`config.mk`:
```
export PLATFORM = sky130hd
export DESIGN_NAME = timer_overflow_interrupt_unit
export DESIGN_NICKNAME = d
export VERILOG_FILES = /design/src/rtl/irq_unit_pkg.sv /design/src/rtl/timer_overflow_interrupt_unit.sv
export SDC_FILE = /design/constraint.sdc
export NUM_CORES = 1
export LEC_CHECK = 0
export ABC_AREA = 1
export BUFFER_PORTS_ARGS = -buffer_cell sky130_fd_sc_hd__buf_2
export CAP_MARGIN = 20
export CORE_ASPECT_RATIO = 2
export CORE_MARGIN = 4
export CORE_UTILIZATION = 50
export DETAILED_ROUTE_END_ITERATION = 8
export GPL_TIMING_DRIVEN = 0
export HOLD_SLACK_MARGIN = 0.12
export PLACE_DENSITY = 0.81
export SLEW_MARGIN = 30
export SYNTH_ARGS = -nofsm -noshare
export SYNTH_HDL_FRONTEND = slang
export SYNTH_SLANG_ARGS = --single-unit
```
`constraint.sdc`:
```
create_clock -name I_CLK -period 3.95 [get_ports I_CLK]
set_input_delay 0.1975 -clock I_CLK [delete_from_list [all_inputs] [get_ports I_CLK]]
set_output_delay 0.1975 -clock I_CLK [all_outputs]
set_load 0.05 [all_outputs]
```
`src/rtl/irq_unit_pkg.sv`:
```
/*
  Constants for the timer overflow interrupt unit.
  Assumes a CPU core with a program counter and a two-entry return stack.
*/
package irq_unit_pkg;
  localparam int          PC_W          = 11;
  localparam logic [10:0] TIMER_VECTOR  = 11'h008;
  localparam logic [10:0] PC_RESET      = 11'h000;
  localparam int          STACK_DEPTH   = 2;
  localparam int          SP_W          = 2;
  localparam logic [1:0]  SP_EMPTY      = 2'h0;
  localparam logic [1:0]  SP_ONE        = 2'h1;
  localparam int          CTRL_W        = 7;
  localparam int          BIT_GLOBAL_EN = 0;
  localparam int          BIT_TIMER_EN  = 2;
  localparam int          BIT_PENDING   = 5;
  localparam logic [6:0]  CTRL_RESET    = 7'h00;
endpackage

```
`src/rtl/timer_overflow_interrupt_unit.sv`:
```
/*
  Timer overflow interrupt unit: request flag, enables, return stack and
  program counter diversion to the timer vector.
  Assumes the core pulses i_INSN_END at each instruction boundary, gives
  the next instruction address on i_NEXT_PC, and presents control register
  writes on i_CTRL_WE/i_CTRL_WDATA. All inputs are on I_CLK.
*/
// Behaviour
// - Overflow sets pending flag regardless of enables
// - Service needs global and timer enables set
// - Push next address and load vector on the same edge
// - Timer vector is address 08H, implicit call
// - Service clears pending flag and global enable
// - Requests with global disabled still recorded
// - Full stack blocks service until pop
// - Pending stays until serviced or cleared
// - Return pops saved program counter
// - Only program counter saved on entry
// - Global enable low disables every interrupt
// - Global enable bit 0, timer enable bit 2
// - Reset clears all interrupt control bits
`timescale 1ns/1ps
`default_nettype none
module timer_overflow_interrupt_unit #(
  parameter int DEPTH = irq_unit_pkg::STACK_DEPTH
) (
  input  wire logic                        I_CLK,
  input  wire logic                        I_RST_N,
  input  wire logic                        i_TIMER_OVF,
  input  wire logic                        i_INSN_END,
  input  wire logic [irq_unit_pkg::PC_W-1:0] i_NEXT_PC,
  input  wire logic                        i_CALL,
  input  wire logic [irq_unit_pkg::PC_W-1:0] i_CALL_TARGET,
  input  wire logic                        i_RET,
  input  wire logic                        i_RETI,
  input  wire logic                        i_CTRL_WE,
  input  wire logic [irq_unit_pkg::CTRL_W-1:0] i_CTRL_WDATA,
  output logic                             o_PC_LOAD,
  output logic [irq_unit_pkg::PC_W-1:0]    o_PC_VALUE,
  output logic                             o_IRQ_TAKEN,
  output logic                             o_STACK_FULL,
  output logic [irq_unit_pkg::CTRL_W-1:0]  o_CTRL_RDATA
);
  // ==========================================================
  // State
  // ==========================================================
  logic [irq_unit_pkg::CTRL_W-1:0] ctrl;
  logic [irq_unit_pkg::CTRL_W-1:0] next_ctrl;
  logic [irq_unit_pkg::PC_W-1:0]   stack [DEPTH];
  logic [irq_unit_pkg::PC_W-1:0]   next_stack [DEPTH];
  logic [irq_unit_pkg::SP_W-1:0]   sp;
  logic [irq_unit_pkg::SP_W-1:0]   next_sp;
  logic                            next_pc_load;
  logic [irq_unit_pkg::PC_W-1:0]   next_pc_value;
  logic                            next_irq_taken;
  logic                            next_stack_full;
  logic                            full;
  logic                            take;
  logic                            pop;
  logic [irq_unit_pkg::SP_W-1:0]   top;

  // ==========================================================
  // Next state
  // ==========================================================
  always_comb begin
    full = (sp == irq_unit_pkg::SP_W'(DEPTH));
    pop  = (i_RET || i_RETI) && (sp != irq_unit_pkg::SP_EMPTY);
    top  = sp - irq_unit_pkg::SP_ONE;
    // Enables and pending flag sampled only at the boundary
    take = i_INSN_END && !full
           && ctrl[irq_unit_pkg::BIT_GLOBAL_EN]
           && ctrl[irq_unit_pkg::BIT_TIMER_EN]
           && ctrl[irq_unit_pkg::BIT_PENDING];
    next_ctrl = ctrl;
    if (i_CTRL_WE) begin
      next_ctrl = i_CTRL_WDATA;
    end
    if (take) begin
      next_ctrl[irq_unit_pkg::BIT_PENDING]   = 1'b0;
      next_ctrl[irq_unit_pkg::BIT_GLOBAL_EN] = 1'b0;
    end
    if (i_TIMER_OVF) begin
      next_ctrl[irq_unit_pkg::BIT_PENDING] = 1'b1;
    end
    next_stack = stack;
    next_sp    = sp;
    next_pc_load  = 1'b0;
    next_pc_value = o_PC_VALUE;
    if (take) begin
      // Only the return address is saved; accumulator is untouched
      next_stack[sp[0]] = i_NEXT_PC;
      next_sp       = sp + irq_unit_pkg::SP_ONE;
      next_pc_load  = 1'b1;
      next_pc_value = irq_unit_pkg::TIMER_VECTOR;
    end else if (i_CALL && !full) begin
      next_stack[sp[0]] = i_NEXT_PC;
      next_sp       = sp + irq_unit_pkg::SP_ONE;
      next_pc_load  = 1'b1;
      next_pc_value = i_CALL_TARGET;
    end else if (pop) begin
      next_sp       = top;
      next_pc_load  = 1'b1;
      next_pc_value = stack[top[0]];
    end
    next_irq_taken  = take;
    next_stack_full = (next_sp == irq_unit_pkg::SP_W'(DEPTH));
  end

  // ==========================================================
  // Registers
  // ==========================================================
  always_ff @(posedge I_CLK or negedge I_RST_N) begin
    if (!I_RST_N) begin
      ctrl         <= irq_unit_pkg::CTRL_RESET;
      sp           <= irq_unit_pkg::SP_EMPTY;
      o_PC_LOAD    <= 1'b0;
      o_PC_VALUE   <= irq_unit_pkg::PC_RESET;
      o_IRQ_TAKEN  <= 1'b0;
      o_STACK_FULL <= 1'b0;
      o_CTRL_RDATA <= irq_unit_pkg::CTRL_RESET;
      for (int i = 0; i < DEPTH; i++) begin
        stack[i] <= irq_unit_pkg::PC_RESET;
      end
    end else begin
      ctrl         <= next_ctrl;
      sp           <= next_sp;
      stack        <= next_stack;
      o_PC_LOAD    <= next_pc_load;
      o_PC_VALUE   <= next_pc_value;
      o_IRQ_TAKEN  <= next_irq_taken;
      o_STACK_FULL <= next_stack_full;
      o_CTRL_RDATA <= next_ctrl;
    end
  end
endmodule
`default_nettype wire
```
### After elaboration in Yosys (flattened, before gate mapping)

Index checks and enable logic that the tools add are counted.

| storage, ports and cells | value |
|---|---|
| register bits | 45 |
| bits of input ports | 37 |
| output and inout bits | 21 |
| logic and storage cells | 54 |

| operators by class | value |
|---|---|
| $add $sub $neg | 2 |
| $lt $le $gt $ge | 3 |
| eq/ne operators | 2 |
| multiplexer cells | 21 |
| bitwise operators | 2 |
| reduce and logical (&&, ||, !) cells | 14 |

Operators with widths:

| operator | number |
|---|---|
| two-way mux 11 bit | 7 |
| two-way mux 22 bit | 2 |
| bitwise mux 22 bit | 1 |
| demux 11 bit (select 1 bit) | 1 |
| logical AND 1 bit | 7 |
| two-way mux 1 bit | 6 |
| two-way mux 2 bit | 3 |
| two-way mux 6 bit | 1 |
| nonzero test 2 bit | 3 |
| nonzero test 3 bit | 2 |
| == test 2 bit (second input constant) | 2 |
| greater-or-equal comparator 2 bit (second input constant) | 2 |
| inverter 1 -> 2 bit | 2 |
| adder 2 x 1 -> 2 bit (second input constant) | 1 |
| < comparator 2 x 1 -> 1 bit (second input constant) | 1 |
| subtractor 2 x 1 -> 2 bit (second input constant) | 1 |
| logical NOT 1 bit | 1 |
| logical OR 1 bit | 1 |

### Depth between registers and ports, before layout

Gate-level depths: netlist of run 1.

| depth | value |
|---|---|
| depth after elaboration | 8 |
| mapped depth | 12 |
| gate-level depth less buffers | 10 |

### Worst setup path before layout of run 1

OpenSTA, ideal clock, no wires.

| timing | value |
|---|---|
| path kind | reg-to-reg |
| start point | reg sp[0] (netlist bit) |
| end point | reg stack[10] (netlist bit) |
| library setup time | 118 ps |
| data arrival time | 1608 ps |
| data required time | 3832 ps |
| setup slack | 2223 ps |
| cell stages (with the launch flop) | 11 |
| path buffers | 2 |
| period minus slack after synthesis | 1727 ps |
| cells stage by stage | dfrtp_1 inv_2 buf_2 ha_1 nor2_2 nand3_4 nand2_4 nand2_4 buf_6 nand2_2 o21ai_2 |

| on the way | value |
|---|---|
| word-level cells in the longest chain between the ends | 8 |
| elaborated cells on any way between the ends | 17 |
| classes of those cells | 2 x order compare; 1 x eq/ne; 5 x mux; 1 x bitwise; 8 x reduce/logical |

Ends and longest elaborated chain:

| what | line | RTL |
|---|---|---|
| from (decl) | timer_overflow_interrupt_unit.sv:51 | `logic [irq_unit_pkg::SP_W-1:0] sp;` |
| from (signal assigned) | timer_overflow_interrupt_unit.sv:115 | `sp <= irq_unit_pkg::SP_EMPTY;` |
| from (signal assigned) | timer_overflow_interrupt_unit.sv:126 | `sp <= next_sp;` |
| inverter 1 -> 2 bit (implied by the code) | timer_overflow_interrupt_unit.sv:91, timer_overflow_interrupt_unit.sv:96 |  |
| greater-or-equal comparator 2 bit (implied by the code) / < comparator 2 x 1 -> 1 bit (equally long branches) | timer_overflow_interrupt_unit.sv:91, timer_overflow_interrupt_unit.sv:96 |  |
| logical AND 1 bit (implied by the code) | timer_overflow_interrupt_unit.sv:91, timer_overflow_interrupt_unit.sv:96 |  |
| two-way mux 11 bit (implied by the code) | timer_overflow_interrupt_unit.sv:91, timer_overflow_interrupt_unit.sv:96 |  |
| demux 11 bit (select 1 bit) | timer_overflow_interrupt_unit.sv:91, timer_overflow_interrupt_unit.sv:96 |  |
| bitwise mux 22 bit | timer_overflow_interrupt_unit.sv:91, timer_overflow_interrupt_unit.sv:96 |  |
| two-way mux 22 bit | timer_overflow_interrupt_unit.sv:95 | `end else if (i_CALL && !full) begin` |
| two-way mux 22 bit | timer_overflow_interrupt_unit.sv:89 | `if (take) begin` |
| to (signal, indexed assignment) | timer_overflow_interrupt_unit.sv:122 | `stack[i] <= irq_unit_pkg::PC_RESET;` |
| to (signal assigned) | timer_overflow_interrupt_unit.sv:127 | `stack <= next_stack;` |
| to (decl) | timer_overflow_interrupt_unit.sv:49 | `logic [irq_unit_pkg::PC_W-1:0] stack [DEPTH];` |

Several ways; a longest one is shown, not always the timed one. The select of a mux whose other input is x is not followed.
A chain may end at the register's enable or synchronous reset.

### Final worst setup path of run 1

| timing | value |
|---|---|
| start point | reg sp[0] (netlist bit) |
| end point | reg o_PC_VALUE[8] (netlist bit) |

| on the way | value |
|---|---|
| word-level cells in the longest chain between the ends | 8 |
| elaborated cells on any way between the ends | 18 |
| classes of those cells | 1 x add/sub; 1 x eq/ne; 6 x mux; 1 x bitwise; 9 x reduce/logical |

Ends and longest elaborated chain:

| what | line | RTL |
|---|---|---|
| subtractor 2 x 1 -> 2 bit | timer_overflow_interrupt_unit.sv:68 | `top = sp - irq_unit_pkg::SP_ONE;` |
| inverter 1 -> 2 bit (implied by the code) | timer_overflow_interrupt_unit.sv:103 | `next_pc_value = stack[top[0]];` |
| two-way mux 11 bit (implied by the code) (3 in series) | timer_overflow_interrupt_unit.sv:103 |  |
| two-way mux 11 bit | timer_overflow_interrupt_unit.sv:100 | `end else if (pop) begin` |
| two-way mux 11 bit | timer_overflow_interrupt_unit.sv:95 |  |
| two-way mux 11 bit | timer_overflow_interrupt_unit.sv:89 |  |
| to (signal assigned) | timer_overflow_interrupt_unit.sv:117 | `o_PC_VALUE <= irq_unit_pkg::PC_RESET;` |
| to (signal assigned) | timer_overflow_interrupt_unit.sv:129 | `o_PC_VALUE <= next_pc_value;` |
| to (decl) | timer_overflow_interrupt_unit.sv:39 | `output logic [irq_unit_pkg::PC_W-1:0] o_PC_VALUE,` |

Several ways; a longest one is shown, not always the timed one. The select of a mux whose other input is x is not followed.

==> flow_summary.ini, run 1 <==
[setup_path]
worst_ep_required_time_ns = 4.14
crit_arrival_ns = 2.11
critical_path.startpoint = sp[0]$_DFF_PN0_
crit_type = reg -> reg
regToRegSetupSlack_ns = 2.03
crit_path_start_kind = register
r2r-end = o_PC_VALUE[8]$_DFFE_PN0P_
r2r-start = sp[0]$_DFF_PN0_
cp_max_fo = 11
reg2regPathDepth = 11
endpoint_kind = register

[global_route]
grt_max_degree = 46
grt_overflow = 0
grt_antenna_before_repair = 0
grt_pass1_vias = 1921
grt_usage = 0.185
grt_pass1_wl_um = 8420

[timing]
clock-skew-final_ns = 0.00850
fin_ws_ns = 2.03
rsz0062_at_grt = false
fin_hold_ws_ns = 0.125
finalSetupTns_ns = 0
period_share = 0.485
finalHoldViolations = 0
period_needed_ns = 1.92
slew_headroom = 0.631
clock.fmax_ghz = 0.522
setup_violations = 0
worst_pin_slew_ns = 0.553
drv_slew = 0

[place]
place.gp.congestion = 0.873
dp_cells = 373
dp_hpwl_um = 3710
numPortBuffers = 56
pre_cts_ws_ns = 2.03

[die]
die_area_um2 = 5690
core_um2 = 4340
die_w_um = 55.4
num_rows = 34
io_pins = 58
start_util = 0.517
die_h_um = 103

[synthesis]
synth_top_family_by_area = simple AND/OR/NAND/NOR gates
synth_fp_nets = 302
netlist_area_um2 = 2240
synthCells = 263
synthMuxAreaShare = 0
synth-compound-area-share = 0.0914
synthSimpleGateAreaFrac = 0.312
synth-seq-area-share = 0.502
synth-xor-area-share = 0
syn_area_per_cell_um2 = 8.53
yosysWarningCount = 0
ys_types = 20
synth_fa_ha_area_frac = 0.0111
yosys_register_bits = 45

[pwr]
ir_drop_uv = 375
p_per_area_nw_per_um2 = 800
p_leak_nw = 1.51

[cts]
insertion_delay_ns = 0.30
cts_tree = built
cts.sinks = 45
cts_buffers = 5
cts_setup_buffers = 0
cts-root-buf = clkbuf_8
htreeDepth = 2
path_clk_slew_ns = 0.08
clk_path_buf_depth = 2

[final_layout]
fillers = 401
multi_input_area_um2 = 930
instances_no_fill = 386
drive_gt1_frac = 0.358
diodes = 0
seq_area_um2 = 1130
area_growth_pct = 22.8
layout.nets = 370
post-route-util = 0.635

[route]
wl_per_cell_um = 12.5
route.detailed.drc = 0
drtIter0Drc = 49
drtAntennaViolNets = 0
firstDrtPassIters = 4
viasPerCell = 4.80
vias = 1853
finalWirelength_um = 4810

[worst_hold_path]
hp-class = in -> reg
holdPathEnd = ctrl[2]$_DFFE_PN0P_
hp-start = i_CTRL_WDATA[2]
hold_path_depth = 3

[status]
outcome = finished clean

[job]
cap_violations = 0
-- routing by layer --
metal / GRT usage / vias to the layer above / wire (um)
li1: - / 950 / -
met1: 0.199 / 835 / 1780
met2: 0.349 / 56 / 2700
met3: 0.0238 / 12 / 179
met4: 0.0955 / 0 / 146
met5: 0 / - / 0
-- how the worst max path moves through the flow --
stage	depth (start not counted)	slack [ns]	to
2_1_floorplan	10	2.22	stack[10]$_DFFE_PN0P_
5_1_grt	11	1.88	o_PC_VALUE[8]$_DFFE_PN0P_
3_5_place_dp	11	2.03	o_PC_VALUE[8]$_DFFE_PN0P_
6_report	11	2.03	o_PC_VALUE[8]$_DFFE_PN0P_
4_1_cts	11	2.02	o_PC_VALUE[8]$_DFFE_PN0P_
3_3_place_gp	11	2.07	o_PC_VALUE[8]$_DFFE_PN0P_
-- power breakdown --
part	internal [mW]	switching (mW)	leakage, nW
Combinational	0.363	0.733	0.901
Clock	0.190	0.152	0.0554
Sequential	0.653	0.114	0.552
-- what timing repair did --
action | 4_1_cts | 5_1_grt
resized for setup | 0 | 0
hold buffers | 5 | 0
hold endpoints to repair | 49 | 0
-- layout make-up --
type,count,share of cell area
flip-flops and latches,45,0.409
multi-input cells,181,0.337
repair buffers,61,0.121
plain buffers,12,0.0345
inverters,25,0.0340
clock buffers,6,0.0263
well taps,54,0.0245
clock inverters,2,0.0141
-- flip-flops by register name (all words and copies together) (netlist names) --
signal,cells
stack,22
o_PC_VALUE,11
ctrl,7
sp,2
o_IRQ_TAKEN,1
o_PC_LOAD,1
o_STACK_FULL,1
-- cell families (layout without fill, tap and decap cells) --
group                      count (synthesis)  in the layout
and+or+nand+nor                          155            155
DFF                                       45             45
buffers and inverters                     37            106
AOI/OAI and AO/OA                         24             24
adders and majority gates                  2              2
-- worst max-delay path, stage by stage, from the launching register on --
cell and delay [ns]:
dfrtp_1 0.47, inv_2 0.13, buf_2 0.26, ha_1 0.24, inv_2 0.06, nand2_4 0.09
inv_2 0.06, nor2_4 0.11, nand2_2 0.09, buf_4 0.18, nand3_1 0.08, nand2_1 0.05
-- synth_stat cells --
| library cell | n | area, um2 |
|---|---|---|
| nand2_1 | 86 | 323 |
| dfrtp_1 | 45 | 1130 |
| nand3_1 | 26 | 130 |
| nor2_1 | 24 | 90.1 |
| o21ai_2 | 22 | 193 |
| inv_1 | 20 | 75.1 |
| nand2_2 | 10 | 62.6 |
| buf_6 | 5 | 56.3 |
| inv_2 | 5 | 18.8 |
| buf_2 | 4 | 20.0 |
| nand2_4 | 4 | 45.0 |
| buf_4 | 2 | 15.0 |
| ha_1 | 2 | 25.0 |
| nor2_2 | 2 | 12.5 |
| a21oi_1 | 1 | 5.00 |
| clkbuf_1 | 1 | 3.75 |
| nand3_4 | 1 | 17.5 |
| nand3b_1 | 1 | 7.51 |
| nor2_4 | 1 | 11.3 |
| o211ai_1 | 1 | 7.51 |
-- cell usage in the layout (no fill, tap or decap) --
cell / Yosys / layout
ha_1: 2 / 2
inv_1: 20 / 20
clkinv_4: 0 / 1
nor2_2: 2 / 2
dfrtp_1: 45 / 45
nand3_4: 1 / 1
o21ai_2: 22 / 22
nand2_1: 86 / 86
nand2_2: 10 / 10
clkbuf_8: 0 / 5
dlygate4sd3_1: 0 / 5
buf_4: 2 / 3
a21oi_1: 1 / 1
o211ai_1: 1 / 1
buf_6: 5 / 5
clkbuf_1: 1 / 2
inv_2: 5 / 5
nand3_1: 26 / 26
buf_2: 4 / 59
nor2_4: 1 / 1
nor2_1: 24 / 24
bufinv_16: 0 / 1
nand3b_1: 1 / 1
nand2_4: 4 / 4
-- per-stage QoR --
stage | instance area (um2) | power (mW)
final | 2760 | 2.20
after global routing | 2760 | 2.38
after CTS | 2750 | 2.22
after detailed placement | 2590 | 1.88
after global placement | 2590 | 1.84
after floorplan | 2240 | 1.63
(Power assumes the default switching activity.)
==> run 2: changes to the inputs <==
- clock period: 3.95 -> 1.87 ns (I/O delays scaled with it)
==> run 2 against run 1 <==
  * Register-to-register slack worse by 1.9 ns
  * Sequential share of layout area is 2.4 points lower
  * Power is 120% higher
  * Worst hold slack better by 0.014 ns
  * Sequential power is 110% higher
  * Global-route usage is 0.58 points higher
  * First-iteration DRC count is 6.1% higher
  * Final area is 6.3% higher
  * Combinational power is 120% higher
  * Wire length is 4.6% higher
  * Largest power group unchanged
  * Highest routed layer unchanged
==> flow_summary.ini, run 2 (synthesized netlist as in run 1, its figures left out) <==
[status]
outcome = finished clean

[timing]
slew_headroom = 0.633
fin_hold_ws_ns = 0.138
drv_slew = 0
finalHoldViolations = 0
worst_pin_slew_ns = 0.550
period_needed_ns = 1.73
clock.fmax_ghz = 0.578
period_share = 0.926
finalSetupTns_ns = 0
clock-skew-final_ns = 0.00933
rsz0062_at_grt = false
setup_violations = 0

[worst_hold_path]
hp-start = i_CTRL_WE
hold_path_depth = 3
hp-class = in -> reg

[job]
cap_violations = 0

[setup_path]
r2r-start = sp[0]$_DFF_PN0_
crit_type = reg -> reg
critical_path.startpoint = sp[0]$_DFF_PN0_
crit_arrival_ns = 1.93
worst_ep_required_time_ns = 2.06
crit_path_start_kind = register
cp_max_fo = 11
endpoint_kind = register
reg2regPathDepth = 11

[final_layout]
diodes = 0
drive_gt1_frac = 0.350
multi_input_area_um2 = 930
stdcell_area_um2 = 2930
top_regs = stack (22), o_PC_VALUE (11), ctrl (7)
largest_register_ffs = 22
fillers = 373
layout_common_cells = 86 x nand2_1, 58 x buf_2, 44 x dfrtp_1
regMostFlops = stack
area_growth_pct = 30.5
seq_area_um2 = 1130
final_common_cell = nand2_1
layout.nets = 387
post-route-util = 0.675

[die]
io_pins = 58
die_w_um = 55.4
die_area_um2 = 5690
num_rows = 34
die_h_um = 103
start_util = 0.517
core_um2 = 4340

[place]
place.gp.congestion = 0.873
post_dp_cell_area_um2 = 2590
dp_hpwl_um = 3710
numPortBuffers = 56

[route]
firstDrtPassIters = 4
drtAntennaViolNets = 0
vias = 1943
route.detailed.drc = 0
wl_per_cell_um = 12.5
drtIter0Drc = 52
finalWirelength_um = 5030
viasPerCell = 4.82

[pwr]
ir_drop_uv = 824
power_mw = 4.75
p_leak_nw = 1.58
p_per_area_nw_per_um2 = 1620

[cts]
path_clk_slew_ns = 0.08
clk_path_buf_depth = 2
cts_tree = built
htreeDepth = 2
cts-root-buf = clkbuf_8
cts_buffers = 5
cts.sinks = 45
insertion_delay_ns = 0.30

[global_route]
grt_antenna_before_repair = 0
grt_usage = 0.191
grt_max_degree = 46
grt_pass1_vias = 1996
grt_pass1_wl_um = 8710
grt_overflow = 0
[run 2: changes by cell type in the layout (fill, tap and decap cells not counted), sizes merged]
cell and delta:
buf +2, dlygate4sd3 +15
[run 2: repair_timing]
action                                 CTS  global route
endpoints found under the hold margin   74             0
pin swaps                                0             0
buffers inserted                         0             2
setup endpoints to repair               30            25
gates cloned                             0             0
hold buffers                            20             0
resized for setup                        2             1
[run 2: area by class of cell]
cell class / count / area share
timing repair buffer: 78 / 0.170
clock inverter: 2 / 0.0132
sequential: 45 / 0.385
tap: 54 / 0.0231
inverter: 25 / 0.0320
clock buffer: 6 / 0.0248
multi-input combinational: 181 / 0.317
buffer: 12 / 0.0346
[run 2: power by group]
part,switching (mW),internal (mW)
sequential,0.232,1.38
clock,0.325,0.401
combinational,1.58,0.828
total,2.14,2.61
[run 2: path summary, 6_finish.rpt]
path / end / slack, ns
max: o_PC_VALUE[8]$_DFFE_PN0P_ / 0.14
min: ctrl[4]$_DFFE_PN0P_ / 0.14
max reg2reg: o_PC_VALUE[8]$_DFFE_PN0P_ / 0.14
min reg2reg: ctrl[6]$_DFFE_PN0P_ / 0.47
max in group asynchronous: sp[0]$_DFF_PN0_ / 1.14
min in group asynchronous: stack[1]$_DFFE_PN0P_ / 0.33
[run 2: stage by stage]
| stage | setup slack (ns) | instances |
|---|---|---|
| floorplan | 0.143 | 263 |
| global placement | -0.00865 | 373 |
| detailed placement | -0.0492 | 373 |
| CTS | 0.0525 | 401 |
| global route | 0.0141 | 403 |
| finish | 0.139 | 403 |
[run 2: worst max-delay path, cell delays in order (launching register included)]
cell	delay [ns]
dfrtp_2	0.43
inv_2	0.11
buf_6	0.16
ha_1	0.20
inv_2	0.06
nand2_4	0.09
inv_2	0.06
nor2_4	0.11
nand2_2	0.09
buf_4	0.18
nand3_1	0.08
nand2_1	0.05
[run 2: layer usage]
layer  GRT usage  up-vias  share of wire
met5           0        -              0
met3      0.0276        9          0.039
met1       0.193      899           0.36
li1            -      988              -
met2       0.372       47           0.58
met4      0.0955        0          0.020
==> run 3: changes to the inputs <==
- CORE_UTILIZATION: 50 -> 52
- PLACE_DENSITY: 0.81 -> 0.84
==> run 3 against run 2 <==
  * Fmax decreased by 1.6%
  * Flip-flop and latch count unchanged
  * Power decreased by 0.16%
  * Sequential share of layout area about the same
  * First-iteration DRC count increased by 3.8%
  * Non-clock buffer count unchanged
  * Largest power group unchanged
  * Highest routed layer unchanged
==> flow_summary.ini, run 3 (synthesized netlist as in run 1, its figures left out) <==
[pwr]
internal_power_mw = 2.61
switching_share = 0.449
power.share.clock = 0.151
seq_power_share = 0.339
p_per_area_nw_per_um2 = 1620
power_switching_mw = 2.13
ir_drop_uv = 1100
power_mw = 4.74
comb_power_share = 0.510
p_leak_nw = 1.58

[route]
drtIter0Drc = 54
finalWirelength_um = 4950
viasPerCell = 4.89
vias = 1960
wl_per_cell_um = 12.3
route.detailed.drc = 0
drtAntennaViolNets = 0
firstDrtPassIters = 4

[die]
die_h_um = 101
start_util = 0.544
die_area_um2 = 5500
die_w_um = 54.5
io_pins = 58
core_um2 = 4130
num_rows = 33

[global_route]
grt_antenna_before_repair = 0
grt_use_met2 = 0.377
grt_usage = 0.204
use_met3 = 0.0326
grt_util_met1 = 0.206
grt_max_degree = 46
grt_overflow = 0
grt_pass1_vias = 1976
grt_pass1_wl_um = 8300
top_usage_layer = met2

[setup_path]
crit_arrival_ns = 1.95
endpoint_kind = register
cp_max_fo = 11
crit_path_start_kind = register
crit_type = reg -> reg
worst_ep_required_time_ns = 2.06

[final_layout]
diodes = 0
post-route-util = 0.709
largest_register_ffs = 22
fillers = 337
regMostFlops = stack
drive_gt1_frac = 0.350
final_common_cell = nand2_1
area_growth_pct = 30.4
layout_common_cells = 86 x nand2_1, 58 x buf_2, 44 x dfrtp_1
top_regs = stack (22), o_PC_VALUE (11), ctrl (7)
stdcell_area_um2 = 2930
layout.nets = 387

[place]
post_dp_cell_area_um2 = 2590
pre_cts_ws_ns = -0.0497
place.gp.congestion = 0.830
numPortBuffers = 56
dp_hpwl_um = 3640

[timing]
fin_hold_ws_ns = 0.137
setup_violations = 0
fin_ws_ns = 0.110
drv_slew = 0
worst_pin_slew_ns = 0.543
period_needed_ns = 1.76
clock-skew-final_ns = 0.00653
period_share = 0.941
finalHoldViolations = 0
slew_headroom = 0.638
clock.fmax_ghz = 0.568

[worst_hold_path]
hp-class = in -> reg

[cts]
cts.sinks = 45
path_clk_slew_ns = 0.08
cts_tree = built
clk_path_buf_depth = 2
cts_buffers = 5
insertion_delay_ns = 0.30
cts-root-buf = clkbuf_8
htreeDepth = 2

[job]
cap_violations = 0

[status]
outcome = finished clean
==> run 3: final timing paths <==
check                                          startpoint                        end  slack (ns)  depth (start not counted)
worst min-delay path                     i_CALL_TARGET[3]  o_PC_VALUE[3]$_DFFE_PN0P_        0.14                          5
min in group asynchronous                         I_RST_N     o_STACK_FULL$_DFF_PN0_        0.33                          2
worst max-delay path                      sp[0]$_DFF_PN0_  o_PC_VALUE[9]$_DFFE_PN0P_        0.11                         11
worst min register to register  o_PC_VALUE[4]$_DFFE_PN0P_  o_PC_VALUE[4]$_DFFE_PN0P_        0.48                          2
max in group asynchronous                         I_RST_N            sp[0]$_DFF_PN0_        1.14                          2
worst max register to register            sp[0]$_DFF_PN0_  o_PC_VALUE[9]$_DFFE_PN0P_        0.11                         11
==> run 3: layout make-up <==
| cell class | count | area [um2] | area share |
|---|---|---|---|
| well taps | 52 | 65.1 | 0.0222 |
| clock buffers | 6 | 72.6 | 0.0248 |
| inverters | 25 | 93.8 | 0.0321 |
| flip-flops and latches | 45 | 1130 | 0.385 |
| repair buffers | 78 | 498 | 0.170 |
| clock inverters | 2 | 38.8 | 0.0133 |
| plain buffers | 12 | 101 | 0.0346 |
| multi-input cells | 181 | 930 | 0.318 |
==> run 3: timing repair <==
action,in CTS,in global routing
buffers inserted,0,2
hold buffers,20,0
resized for setup,2,1
endpoints found under the setup margin,28,12
hold endpoints to repair,74,0
==> run 3: metal layers <==
metal	wire (um)	up-vias
met5	0	-
met4	175	0
met3	236	17
met2	2760	59
met1	1780	903
li1	-	981
==> run 3: per-stage QoR <==
stage                     TNS, ns  std cells
after floorplan                 0        263
after global placement    -0.0304        371
after detailed placement   -0.731        371
after CTS                       0        399
after global routing      -0.0339        401
final                           0        401
==> run 3: power by group through the flow <==
stage | logic [mW] | registers (mW) | clock network, mW
after floorplan | 1.32 | 2.12 | 0
after global placement | 2.26 | 1.62 | 0
after detailed placement | 2.33 | 1.63 | 0
after CTS | 2.38 | 1.61 | 0.726
after global routing | 2.68 | 1.66 | 0.775
final | 2.42 | 1.61 | 0.714
==> run 3: critical path: stages, from the launching register on <==
cell and delay, ns:
dfrtp_2 0.43, inv_2 0.12, buf_6 0.16, ha_1 0.21, inv_2 0.06, nand2_4 0.09
inv_2 0.06, nor2_4 0.12, nand2_2 0.09, buf_4 0.18, nand3_1 0.08, nand2_1 0.05
